`src/logic/smef_defines.svh`:
```
// Constants for the serial message end framer: register indices,
// select bit positions, reset values and timing counts.
// Assumes inclusion by bare name from every file that needs them.
`ifndef SMEF_DEFINES_SVH
`define SMEF_DEFINES_SVH

// Register word indices on the plain register port
`define SMEF_A_CTRL 5'h00
`define SMEF_A_START 5'h01
`define SMEF_A_END 5'h02
`define SMEF_A_QUIET 5'h03
`define SMEF_A_MATCH 5'h04
`define SMEF_A_BAUD 5'h05
`define SMEF_A_WAIT 5'h06
`define SMEF_A_MSGT 5'h07
`define SMEF_A_GAP 5'h08
`define SMEF_A_MAXLEN 5'h09
`define SMEF_A_LENPOS 5'h0a
`define SMEF_A_LENSZ 5'h0b
`define SMEF_A_LENM 5'h0c
`define SMEF_A_SEQ 5'h10

// Control bits
`define SMEF_CTRL_GO 0
`define SMEF_CTRL_ABORT 1

// End select bit positions
`define SMEF_END_RESP 0
`define SMEF_END_MSGT 1
`define SMEF_END_GAP 2
`define SMEF_END_MAX 3
`define SMEF_END_LEN 4
`define SMEF_END_SEQ 5

// Start select bit positions; sequences occupy 4 to 7
`define SMEF_ST_CHAR 0
`define SMEF_ST_ANY 1
`define SMEF_ST_BRK 2
`define SMEF_ST_IDLE 3
`define SMEF_ST_SEQ 4

// Reset values
`define SMEF_BAUD_RST 16'h0364
`define SMEF_LENSZ_RST 3'h1

// Timing: one millisecond tick at the system clock rate
`define SMEF_MS_NS 1000000
`define SMEF_CLK_NS 10
`define SMEF_MS_CYCLES (`SMEF_MS_NS / `SMEF_CLK_NS)

`endif

```
`src/logic/smef_pkg.sv`:
```
// Types shared by the serial message end framer.
// Assumes nothing of its surroundings.
package smef_pkg;
    typedef enum logic [1:0] {ST_IDLE, ST_WAIT, ST_MSG} smef_state_t;
    typedef logic [31:0] smef_word_t;
    typedef logic [4:0] smef_addr_t;
    typedef logic [7:0] smef_byte_t;
endpackage : smef_pkg

```
`src/logic/smef_end_framer.sv`:
```
// Receive framing for a serial message port: start and end conditions.
// Assumes a character receiver that pulses rxValid once per good character
// at its last stop bit, and a register master on the same clock.
//
// The register offsets and strobed register access are this design's own decisions.
`include "smef_defines.svh"
`timescale 1ns/10ps
`default_nettype none

module smef_end_framer #(
    parameter int MS_CYCLES = `SMEF_MS_CYCLES // Clock cycles per millisecond
) (
    input wire logic sys_clk,
    input wire logic resetn,
    input wire smef_pkg::smef_addr_t regAddr,
    input wire smef_pkg::smef_word_t regWdata,
    input wire logic regWrite,
    input wire logic regRead,
    output var smef_pkg::smef_word_t regRdata,
    input wire logic rxValid,
    input wire smef_pkg::smef_byte_t rxData,
    input wire logic rxBreak,
    input wire logic rxLineIdle,
    input wire logic txDone,
    output var logic msgValid,
    output var smef_pkg::smef_byte_t msgData,
    output var logic msgDone,
    output var logic msgError,
    output var logic opBusy
);
    import smef_pkg::*;

    // Highest compared position of a mask
    function automatic logic [2:0] lastSet(input logic [4:0] m);
        logic [2:0] r;
        r = 3'h0;
        for (int i = 0; i < 5; i++) begin
            if (m[i]) begin
                r = 3'(i);
            end
        end
        return r;
    endfunction : lastSet

    // Lowest compared position of a mask
    function automatic logic [2:0] firstSet(input logic [4:0] m);
        logic [2:0] r;
        r = 3'h4;
        for (int i = 4; i >= 0; i--) begin
            if (m[i]) begin
                r = 3'(i);
            end
        end
        return r;
    endfunction : firstSet

    // Sequence compare; newest char aligns with position top
    function automatic logic seqHit(input logic [39:0] h, input logic [39:0] c,
                                    input logic [4:0] m, input logic [2:0] top);
        logic ok;
        ok = (m != 5'h00);
        for (int i = 0; i < 5; i++) begin
            if (m[i]) begin // Clear bits are wildcards
                if (3'(i) > top) begin
                    ok = 1'b0;
                end else if (h[8*(int'(top)-i) +: 8] != c[8*i +: 8]) begin
                    ok = 1'b0;
                end
            end
        end
        return ok;
    endfunction : seqHit

    // Configuration registers
    logic [7:0] startSel_ff; // Start condition enables, any combination
    logic [5:0] endSel_ff; // End condition enables, any combination
    logic [15:0] quietLim_ff; // Idle bit times for idle start
    logic [7:0] matchByte_ff; // Opening match byte
    logic [15:0] baudDiv_ff; // Clock cycles per bit
    logic [15:0] waitLim_ff; // First char wait, ms
    logic [15:0] msgLim_ff; // Whole message limit, ms
    logic [15:0] gapLim_ff; // Gap limit, bit times
    logic [15:0] maxLen_ff; // Maximum characters
    logic [15:0] lenPos_ff; // Length field position, 1-based
    logic [2:0] lenSize_ff; // Length field bytes
    logic [15:0] lenM_ff; // Trailing characters
    logic [39:0] seqChars_ff [5]; // Sequences 0..3 start, 4 end
    logic [4:0] seqMask_ff [5]; // Compare masks

    // Operation state
    smef_state_t state_ff;
    logic [31:0] msCnt_ff; // Millisecond prescaler
    logic [15:0] bitCnt_ff; // Bit time prescaler
    logic [15:0] waitMs_ff; // Response wait elapsed
    logic gotChar_ff; // A char arrived during the wait
    logic [15:0] quietCnt_ff; // Quiet line bit times
    logic [15:0] msgMs_ff; // Message time elapsed
    logic [15:0] gapBits_ff; // Bit times since last char
    logic [15:0] msgCnt_ff; // Characters in message
    logic [31:0] lenVal_ff; // Assembled length field
    logic [31:0] hist_ff; // Four previous characters
    logic [5:0] cause_ff; // End causes of last message
    logic done_ff; // Last operation ended cleanly
    logic err_ff; // Last operation ended in error
    logic msgValid_ff;
    logic [7:0] msgData_ff;
    logic msgDone_ff;
    logic msgError_ff;
    logic [31:0] rdata_ff;

    // Decoded strobes and events
    logic idle;
    logic goReq;
    logic abortReq;
    logic msTick;
    logic bitTick;
    logic [39:0] newHist;
    logic [15:0] newCnt;
    logic sChar;
    logic sAny;
    logic sBrk;
    logic sIdle;
    logic seqStart;
    logic startNow;
    logic chr;
    logic respFire;
    logic [15:0] fieldEnd;
    logic inField;
    logic [31:0] lenNext;
    logic [31:0] target;
    logic endMsg;
    logic endGap;
    logic endMax;
    logic endLen;
    logic endSeq;
    logic [5:0] cause;
    logic endNow;

    assign idle = (state_ff == ST_IDLE);
    assign goReq = regWrite && regAddr == `SMEF_A_CTRL && regWdata[`SMEF_CTRL_GO];
    assign abortReq = regWrite && regAddr == `SMEF_A_CTRL && regWdata[`SMEF_CTRL_ABORT];

    // Config writes only land while idle, so an operation sees a fixed set
    always_ff @(posedge sys_clk or negedge resetn) begin
        if (!resetn) begin
            startSel_ff <= 8'h00;
            endSel_ff <= 6'h00;
            quietLim_ff <= 16'h0000;
            matchByte_ff <= 8'h00;
            baudDiv_ff <= `SMEF_BAUD_RST;
            waitLim_ff <= 16'h0000;
            msgLim_ff <= 16'h0000;
            gapLim_ff <= 16'h0000;
            maxLen_ff <= 16'h0000;
            lenPos_ff <= 16'h0000;
            lenSize_ff <= `SMEF_LENSZ_RST;
            lenM_ff <= 16'h0000;
            for (int k = 0; k < 5; k++) begin
                seqChars_ff[k] <= 40'h00_0000_0000;
                seqMask_ff[k] <= 5'h00;
            end
        end else if (regWrite && idle) begin
            case (regAddr)
                `SMEF_A_START: startSel_ff <= regWdata[7:0];
                `SMEF_A_END: endSel_ff <= regWdata[5:0];
                `SMEF_A_QUIET: quietLim_ff <= regWdata[15:0];
                `SMEF_A_MATCH: matchByte_ff <= regWdata[7:0];
                `SMEF_A_BAUD: baudDiv_ff <= regWdata[15:0];
                `SMEF_A_WAIT: waitLim_ff <= regWdata[15:0];
                `SMEF_A_MSGT: msgLim_ff <= regWdata[15:0];
                `SMEF_A_GAP: gapLim_ff <= regWdata[15:0];
                `SMEF_A_MAXLEN: maxLen_ff <= regWdata[15:0];
                `SMEF_A_LENPOS: lenPos_ff <= regWdata[15:0];
                `SMEF_A_LENSZ: lenSize_ff <= regWdata[2:0];
                `SMEF_A_LENM: lenM_ff <= regWdata[15:0];
                default: ;
            endcase
            // Each sequence: chars 1-4 in one word, char 5 and mask in the next
            for (int k = 0; k < 5; k++) begin
                if (regAddr == 5'(`SMEF_A_SEQ + 2 * k)) begin
                    seqChars_ff[k][31:0] <= regWdata;
                end
                if (regAddr == 5'(`SMEF_A_SEQ + 2 * k + 1)) begin
                    seqChars_ff[k][39:32] <= regWdata[15:8];
                    seqMask_ff[k] <= regWdata[4:0];
                end
            end
        end
    end

    // Millisecond tick, realigned on go but not on txDone, so only a response wait timed from go is exact
    assign msTick = (msCnt_ff == 32'(MS_CYCLES - 1));
    always_ff @(posedge sys_clk or negedge resetn) begin
        if (!resetn) begin
            msCnt_ff <= 32'h0000_0000;
        end else if (goReq || msTick) begin
            msCnt_ff <= 32'h0000_0000;
        end else begin
            msCnt_ff <= msCnt_ff + 32'h1;
        end
    end

    // Bit time tick from the baud divisor; a zero divisor ticks every cycle
    assign bitTick = (17'(bitCnt_ff) + 17'h1 >= 17'(baudDiv_ff));
    always_ff @(posedge sys_clk or negedge resetn) begin
        if (!resetn) begin
            bitCnt_ff <= 16'h0000;
        end else if (bitTick) begin
            bitCnt_ff <= 16'h0000;
        end else begin
            bitCnt_ff <= bitCnt_ff + 16'h1;
        end
    end

    // Start conditions; any one of them begins the message
    assign newHist = {hist_ff, rxData};
    assign sChar = startSel_ff[`SMEF_ST_CHAR] && rxValid && rxData == matchByte_ff;
    assign sAny = startSel_ff[`SMEF_ST_ANY] && rxValid;
    assign sBrk = startSel_ff[`SMEF_ST_BRK] && rxBreak;
    assign sIdle = startSel_ff[`SMEF_ST_IDLE] && quietCnt_ff >= quietLim_ff;
    always_comb begin
        seqStart = 1'b0;
        for (int k = 0; k < 4; k++) begin
            if (startSel_ff[`SMEF_ST_SEQ + k] && rxValid &&
                seqHit(newHist, seqChars_ff[k], seqMask_ff[k], lastSet(seqMask_ff[k]))) begin
                seqStart = 1'b1;
            end
        end
    end
    assign startNow = (state_ff == ST_WAIT) && (sChar || sAny || sBrk || sIdle || seqStart);

    // A char joins the message while in it, or when it starts it by match or any-char; a sequence start char does not
    assign chr = rxValid && (state_ff == ST_MSG || (state_ff == ST_WAIT && (sChar || sAny)));
    assign newCnt = msgCnt_ff + 16'h1;

    // Response wait only guards the first char; it closes no message
    assign respFire = (state_ff == ST_WAIT) && endSel_ff[`SMEF_END_RESP] && !gotChar_ff
                      && !rxValid && waitMs_ff >= waitLim_ff;

    // Length field: big-endian, sized 1, 2 or 4, at position N
    assign fieldEnd = lenPos_ff + {13'h0000, lenSize_ff} - 16'h1;
    assign inField = chr && newCnt >= lenPos_ff && newCnt <= fieldEnd;
    assign lenNext = inField ? {lenVal_ff[23:0], rxData} : lenVal_ff;
    assign target = {16'h0000, fieldEnd} + lenNext + {16'h0000, lenM_ff};

    // All enabled end conditions race; whichever is true first ends it
    assign endMsg = endSel_ff[`SMEF_END_MSGT] && state_ff == ST_MSG && msgMs_ff >= msgLim_ff;
    assign endGap = endSel_ff[`SMEF_END_GAP] && state_ff == ST_MSG && gapBits_ff > gapLim_ff;
    assign endMax = endSel_ff[`SMEF_END_MAX] && chr && newCnt == maxLen_ff;
    assign endLen = endSel_ff[`SMEF_END_LEN] && chr && newCnt >= fieldEnd
                    && {16'h0000, newCnt} == target;
    // End sequence spans all five positions: trailing wildcards must arrive
    // while leading ones below the lowest compared position need not arrive
    assign endSeq = endSel_ff[`SMEF_END_SEQ] && chr
                    && seqHit(newHist, seqChars_ff[4], seqMask_ff[4], 3'h4)
                    && newCnt >= {13'h0000, 3'h5 - firstSet(seqMask_ff[4])};
    assign cause = {endSeq, endLen, endMax, endGap, endMsg, 1'b0};
    assign endNow = (cause != 6'h00) && (state_ff == ST_MSG || startNow);

    // Operation sequencer
    always_ff @(posedge sys_clk or negedge resetn) begin
        if (!resetn) begin
            state_ff <= ST_IDLE;
        end else begin
            case (state_ff)
                ST_IDLE: begin
                    if (goReq) begin
                        state_ff <= ST_WAIT;
                    end
                end
                ST_WAIT: begin
                    if (abortReq || respFire || endNow) begin
                        state_ff <= ST_IDLE;
                    end else if (startNow) begin
                        state_ff <= ST_MSG;
                    end
                end
                ST_MSG: begin
                    if (abortReq || endNow) begin
                        state_ff <= ST_IDLE;
                    end
                end
                default: state_ff <= ST_IDLE;
            endcase
        end
    end

    // Response wait timer, restarted when our own transmission completes
    always_ff @(posedge sys_clk or negedge resetn) begin
        if (!resetn) begin
            waitMs_ff <= 16'h0000;
            gotChar_ff <= 1'b0;
        end else if (goReq || txDone) begin
            waitMs_ff <= 16'h0000;
            gotChar_ff <= 1'b0;
        end else begin
            if (msTick && waitMs_ff != 16'hffff) begin
                waitMs_ff <= waitMs_ff + 16'h1;
            end
            if (rxValid) begin
                gotChar_ff <= 1'b1;
            end
        end
    end

    // Quiet line counter in bit times; any activity restarts it
    always_ff @(posedge sys_clk or negedge resetn) begin
        if (!resetn) begin
            quietCnt_ff <= 16'h0000;
        end else if (!rxLineIdle || rxValid || state_ff != ST_WAIT) begin
            quietCnt_ff <= 16'h0000;
        end else if (bitTick && quietCnt_ff != 16'hffff) begin
            quietCnt_ff <= quietCnt_ff + 16'h1;
        end
    end

    // Message timer from the start condition
    always_ff @(posedge sys_clk or negedge resetn) begin
        if (!resetn) begin
            msgMs_ff <= 16'h0000;
        end else if (startNow) begin
            msgMs_ff <= 16'h0000;
        end else if (msTick && msgMs_ff != 16'hffff) begin
            msgMs_ff <= msgMs_ff + 16'h1;
        end
    end

    // Gap counter: cleared at each char's stop bit, counts bit times
    always_ff @(posedge sys_clk or negedge resetn) begin
        if (!resetn) begin
            gapBits_ff <= 16'h0000;
        end else if (startNow || rxValid) begin
            gapBits_ff <= 16'h0000;
        end else if (bitTick && gapBits_ff != 16'hffff) begin
            gapBits_ff <= gapBits_ff + 16'h1;
        end
    end

    // Character count, length field and history
    always_ff @(posedge sys_clk or negedge resetn) begin
        if (!resetn) begin
            msgCnt_ff <= 16'h0000;
            lenVal_ff <= 32'h0000_0000;
            hist_ff <= 32'h0000_0000;
        end else begin
            if (goReq) begin
                msgCnt_ff <= 16'h0000;
                lenVal_ff <= 32'h0000_0000;
            end else if (chr) begin
                msgCnt_ff <= newCnt;
                lenVal_ff <= lenNext;
            end
            if (rxValid) begin
                hist_ff <= newHist[31:0];
            end
        end
    end

    // Delivery: every message char is passed on the cycle after it arrives, so a timeout loses none
    always_ff @(posedge sys_clk or negedge resetn) begin
        if (!resetn) begin
            msgValid_ff <= 1'b0;
            msgData_ff <= 8'h00;
        end else begin
            msgValid_ff <= chr;
            msgData_ff <= rxData;
        end
    end

    // Result pulses and sticky result; results clear only on a go while idle
    always_ff @(posedge sys_clk or negedge resetn) begin
        if (!resetn) begin
            msgDone_ff <= 1'b0;
            msgError_ff <= 1'b0;
            done_ff <= 1'b0;
            err_ff <= 1'b0;
            cause_ff <= 6'h00;
        end else begin
            msgDone_ff <= endNow && !endGap && !abortReq;
            msgError_ff <= !abortReq && ((endNow && endGap) || respFire);
            if (goReq && idle) begin
                done_ff <= 1'b0;
                err_ff <= 1'b0;
                cause_ff <= 6'h00;
            end else if (!abortReq && (endNow || respFire)) begin
                done_ff <= endNow && !endGap;
                err_ff <= endGap || respFire;
                cause_ff <= respFire ? 6'h01 : cause;
            end
        end
    end

    // Read data stands one cycle after the strobe, zero otherwise
    always_ff @(posedge sys_clk or negedge resetn) begin
        if (!resetn) begin
            rdata_ff <= 32'h0000_0000;
        end else if (!regRead) begin
            rdata_ff <= 32'h0000_0000;
        end else begin
            case (regAddr)
                `SMEF_A_CTRL: rdata_ff <= {msgCnt_ff, 2'h0, cause_ff, 5'h00, err_ff, done_ff, !idle};
                `SMEF_A_START: rdata_ff <= {24'h00_0000, startSel_ff};
                `SMEF_A_END: rdata_ff <= {26'h000_0000, endSel_ff};
                `SMEF_A_MATCH: rdata_ff <= {24'h00_0000, matchByte_ff};
                `SMEF_A_BAUD: rdata_ff <= {16'h0000, baudDiv_ff};
                `SMEF_A_MAXLEN: rdata_ff <= {16'h0000, maxLen_ff};
                default: rdata_ff <= 32'h0000_0000;
            endcase
        end
    end

    assign regRdata = rdata_ff;
    assign msgValid = msgValid_ff;
    assign msgData = msgData_ff;
    assign msgDone = msgDone_ff;
    assign msgError = msgError_ff;
    assign opBusy = !idle;

    maxlen_stop_a: assert property (@(posedge sys_clk) disable iff (!resetn)
        (endMax && !endGap && !abortReq) |=> (msgDone_ff && state_ff == ST_IDLE))
        else $error("max length did not end the message");
    gap_error_a: assert property (@(posedge sys_clk) disable iff (!resetn)
        (endGap && !abortReq) |=> (msgError_ff && !msgDone_ff))
        else $error("gap overrun did not flag an error");
    resp_error_a: assert property (@(posedge sys_clk) disable iff (!resetn)
        (state_ff == ST_WAIT && respFire && !abortReq) |=> (msgError_ff && idle && !msgValid_ff))
        else $error("response wait expiry not reported");
    idle_quiet_a: assert property (@(posedge sys_clk) disable iff (!resetn)
        idle |=> !msgValid_ff)
        else $error("character delivered outside an operation");
    cfg_frozen_a: assert property (@(posedge sys_clk) disable iff (!resetn)
        !idle |=> ($stable(endSel_ff) && $stable(startSel_ff) && $stable(maxLen_ff)))
        else $error("configuration changed during an operation");
    msg_timer_a: assert property (@(posedge sys_clk) disable iff (!resetn)
        (endMsg && !endGap && !abortReq) |=> (msgDone_ff && cause_ff[1]))
        else $error("message timer did not end the message");
    char_pass_a: assert property (@(posedge sys_clk) disable iff (!resetn)
        (state_ff == ST_MSG && rxValid) |=> (msgValid_ff && msgData_ff == $past(rxData)))
        else $error("received character not delivered");
    start_char_a: assert property (@(posedge sys_clk) disable iff (!resetn)
        (state_ff == ST_WAIT && sChar && !respFire && !abortReq) |=> (msgValid_ff && msgCnt_ff == 16'h1))
        else $error("start character not taken as first");
    resp_nofinish_a: assert property (@(posedge sys_clk) disable iff (!resetn)
        (state_ff == ST_MSG && endSel_ff == 6'h01 && !abortReq) |=> (state_ff == ST_MSG))
        else $error("response wait alone closed a message");
endmodule : smef_end_framer

`default_nettype wire

```
`config.mk`:
```
export PLATFORM = sky130hd
export DESIGN_NAME = smef_end_framer
export DESIGN_NICKNAME = d
export VERILOG_FILES = /design/src/logic/smef_pkg.sv /design/src/logic/smef_end_framer.sv
export VERILOG_INCLUDE_DIRS = /design/src /design/src/logic
export SDC_FILE = /design/constraint.sdc
export NUM_CORES = 2
export LEC_CHECK = 0
export ABC_AREA = 0
export BUFFER_PORTS_ARGS = -buffer_cell sky130_fd_sc_hd__buf_2
export CORE_UTILIZATION = 41
export CTS_BUF_LIST = sky130_fd_sc_hd__clkbuf_16
export DETAILED_ROUTE_END_ITERATION = 10
export HOLD_SLACK_MARGIN = 0.03
export REMOVE_ABC_BUFFERS = 1
export SLEW_MARGIN = 20
export SYNTH_ARGS = -nofsm -noshare
export SYNTH_HDL_FRONTEND = slang
export SYNTH_SLANG_ARGS = --single-unit
```
`constraint.sdc`:
```
create_clock -name sys_clk -period 8.45 [get_ports sys_clk]
set_input_delay 0.845 -clock sys_clk [delete_from_list [all_inputs] [get_ports sys_clk]]
set_output_delay 0.845 -clock sys_clk [all_outputs]
set_load 0.005 [all_outputs]
```
==> results_dict.tcl <==
set metrics [dict create \
    tns_ps 0 \
    tritoncts "yes" \
    synth_ff_type "dfrtp_1" \
    fp.dieH_um 312 \
    path_delay_family "compound AO/OA/AOI/OAI gates" \
    grt_usage_pct 26.66 \
    cp.arrival_ps 8650 \
    clk_pin_slew_worst_paths_ps 60 \
    first_pass_iters 7 \
    drt_iter0_markers 3148 \
    dp_hpwl_um 89210 \
    clk_latency_ps 660 \
    cts_root_buf "clkbuf_16" \
    post-place-ws_ps -528.2 \
    status "complete, no violations" \
    gr-total-overflow 0 \
    period_share_pct 95.55 \
    syn-cell-area_mm2 0.03940 \
    slew_viol_final 0 \
    layout_commonest_cell "dfrtp_1" \
    dieArea_mm2 0.09734 \
    avgRoutedWirePerCell_um 24.04 \
    die_x_um 312 \
    min_path_type "in2async" \
    via_count 32260 \
    ios 97 \
    grt_max_degree 172 \
    vdd_drop_max_uv 233.5 \
    cp_slowest_cell "dfstp_2" \
    wl_um 131800 \
    diodes 0 \
    total_power_uw 14520 \
    cts.htree.levels 3 \
    p_leak_uw 0.02025 \
    setup_ws_ps 375.7 \
    synth_edf_count 0 \
    clock-sinks 624 \
    max_freq_ghz 0.1238 \
    drive_gt1_share_pct 20.11 \
    ys_warn_count 0 \
    nets 4404 \
    path_max_fanout 7 \
    drcViolationCount 0 \
    ys_seq_area_share_pct 39.65 \
    core_area_mm2 0.09515 \
    fp-row-count 113 \
    utilization_pct 46.75 \
    ctsHoldBuffers 0 \
    worst_pin_slew_ps 1303 \
    antenna_found_initial 3 \
    crit_buf_inv 9 \
    slew-limit-headroom_pct 11.96 \
    worstSetupStartpointType "flip-flop" \
    area_delta_synth_final_pct 12.89 \
    start_util_pct 41.41 \
    netlist_instances 4079 \
    cp.required_ps 9020 \
    synth_cell_types 100 \
    setup_viol 0 \
    grt_pass1_vias 31180 \
    async_reset_ff_share_pct 100.0 \
    clock_skew_ps 34.87 \
    powerDensity_mw_per_mm2 326.3 \
    maxCapViolations 0 \
    final_cell_mix "dfrtp_1, mux2_2, nand2_1" \
    numCtsBuffers 74 \
    via_per_inst 5.885 \
    io_buffers 96 \
    period_minus_slack_ps 8074 \
    finalHoldViolations 0 \
    ys_ff_latch 624 \
    grt_pass1_wl_um 197900 \
    cts_buffer_depth 3 \
    path_class "reg2reg" \
    endpoint_kind "flip-flop" \
    avgSynthCellArea_um2 9.660 \
    globalplace.congestion 0.9469 \
    drt.antenna.violating_nets 0 \
    max_stage_delay_ps 520 \
]
## stage by stage
step / cells / area [um2] / hold slack (ps)
after floorplan: 3832 / 38370 / 447.9
after global placement: 5331 / 41560 / 472.2
after detailed placement: 5331 / 41560 / 474.8
after CTS: 5471 / 44060 / 127.4
after global routing: 5482 / 44480 / 165.6
final: 5482 / 44480 / 131.9
## Yosys cell counts, drive strengths merged (16+ instances only)
cell type,n,area (um2)
inv,240,908.4
nand2b,23,143.9
a221oi,29,254.0
or3,24,150.1
ha,175,2190
o21ai,178,917.1
a21o,34,255.2
a21oi,208,1041
xnor2,216,1892
o21a,17,127.6
o211ai,20,150.1
mux2i,83,847.1
o221ai,17,148.9
mux2,383,4313
nand3b,19,142.6
nand3,97,490.5
a31oi,30,187.7
clkbuf,164,616.8
a211oi,16,120.1
a22oi,42,315.3
buf,83,414.1
o22ai,33,206.5
nand4,71,444.2
xor2,156,1366
fa,18,360.4
and3,86,538.0
nor2,297,1122
nand2,348,1306
nor4,32,206.5
nor2b,20,135.1
and2,29,181.4
nor3,59,300.3
dfrtp,618,15460
## worst register-to-register path: cells and delay by family (launching register included)
kind | cells | cell delay (ps)
flip-flops | 1 | 520
XOR/XNOR | 2 | 380
AND/OR/NAND/NOR | 8 | 1290
buffers and inverters | 9 | 880
adder cells (fa/ha/maj) | 6 | 1680
AO/OA/AOI/OAI | 18 | 3240
## final cells by class
class                           count  area, um2
Clock buffer                       75       1877
Fill cell                        9137      50670
Inverter                          245      927.1
Timing Repair Buffer              250       1715
Multi-Input combinational cell   2963      22220
Sequential cell                   624      15620
Tap cell                         1265       1583
Clock inverter                     60      536.8
## kinds of logic (layout without fill, tap and decap cells)
family | after synthesis | after routing | synth area share, %
flops | 624 | 624 | 39.65
compound gates | 776 | 776 | 12.91
mux | 472 | 472 | 13.44
fa+ha+maj | 193 | 193 | 6.472
buf+inv | 492 | 630 | 4.970
simple gates | 1144 | 1144 | 13.94
xor+xnor | 378 | 378 | 8.615
## worst paths after layout
kind,depth (start not counted),endpoint,startpoint,slack (ps)
worst max-delay path,43,done_ff,lenSize_ff[0],380
worst min-delay path,1,msgData[7],resetn,130
worst max register to register,43,done_ff,lenSize_ff[0],380
worst min register to register,1,msCnt_ff[0],msCnt_ff[0],480
max in group asynchronous,2,bitCnt_ff[10],resetn,6800
min in group sys_clk,1,msCnt_ff[0],msCnt_ff[0],480
## state kept, by name, summed over array words and instances (netlist names), 16 cells and up
register     flops
seqMask_ff      25
bitCnt_ff       16
msCnt_ff        32
msgMs_ff        16
lenPos_ff       16
seqChars_ff    200
msgLim_ff       16
lenM_ff         16
waitMs_ff       16
maxLen_ff       16
quietCnt_ff     16
gapLim_ff       16
regRdata        32
gapBits_ff      16
baudDiv_ff      16
quietLim_ff     16
msgCnt_ff       16
hist_ff         32
waitLim_ff      16
lenVal_ff       32
## report_power, final
| part | internal (uW) | total (uW) | switching, uW |
|---|---|---|---|
| registers | 3630 | 4350 | 726 |
| clock network | 1850 | 3220 | 1380 |
| logic | 3250 | 6940 | 3690 |
| total | 8730 | 14500 | 5790 |
## per-layer routing
| layer | up-vias | part of all wire [%] | GRT usage (%) | wire length (um) |
|---|---|---|---|---|
| li1 | 14630 | - | - | - |
| met1 | 15990 | 43 | 36.06 | 56270 |
| met2 | 1316 | 45 | 41.88 | 59590 |
| met3 | 327 | 7.2 | 4.380 | 9488 |
| met4 | 0 | 4.9 | 12.11 | 6436 |
| met5 | - | 0 | 0 | 0 |
## what timing repair did
action                     CTS  global route
resized for setup           16            82
buffers inserted             5            11
setup endpoints to repair   10            10
gates cloned                 0             0
pin swaps                   13            27
Note: power is estimated with default switching activity, not from simulation.
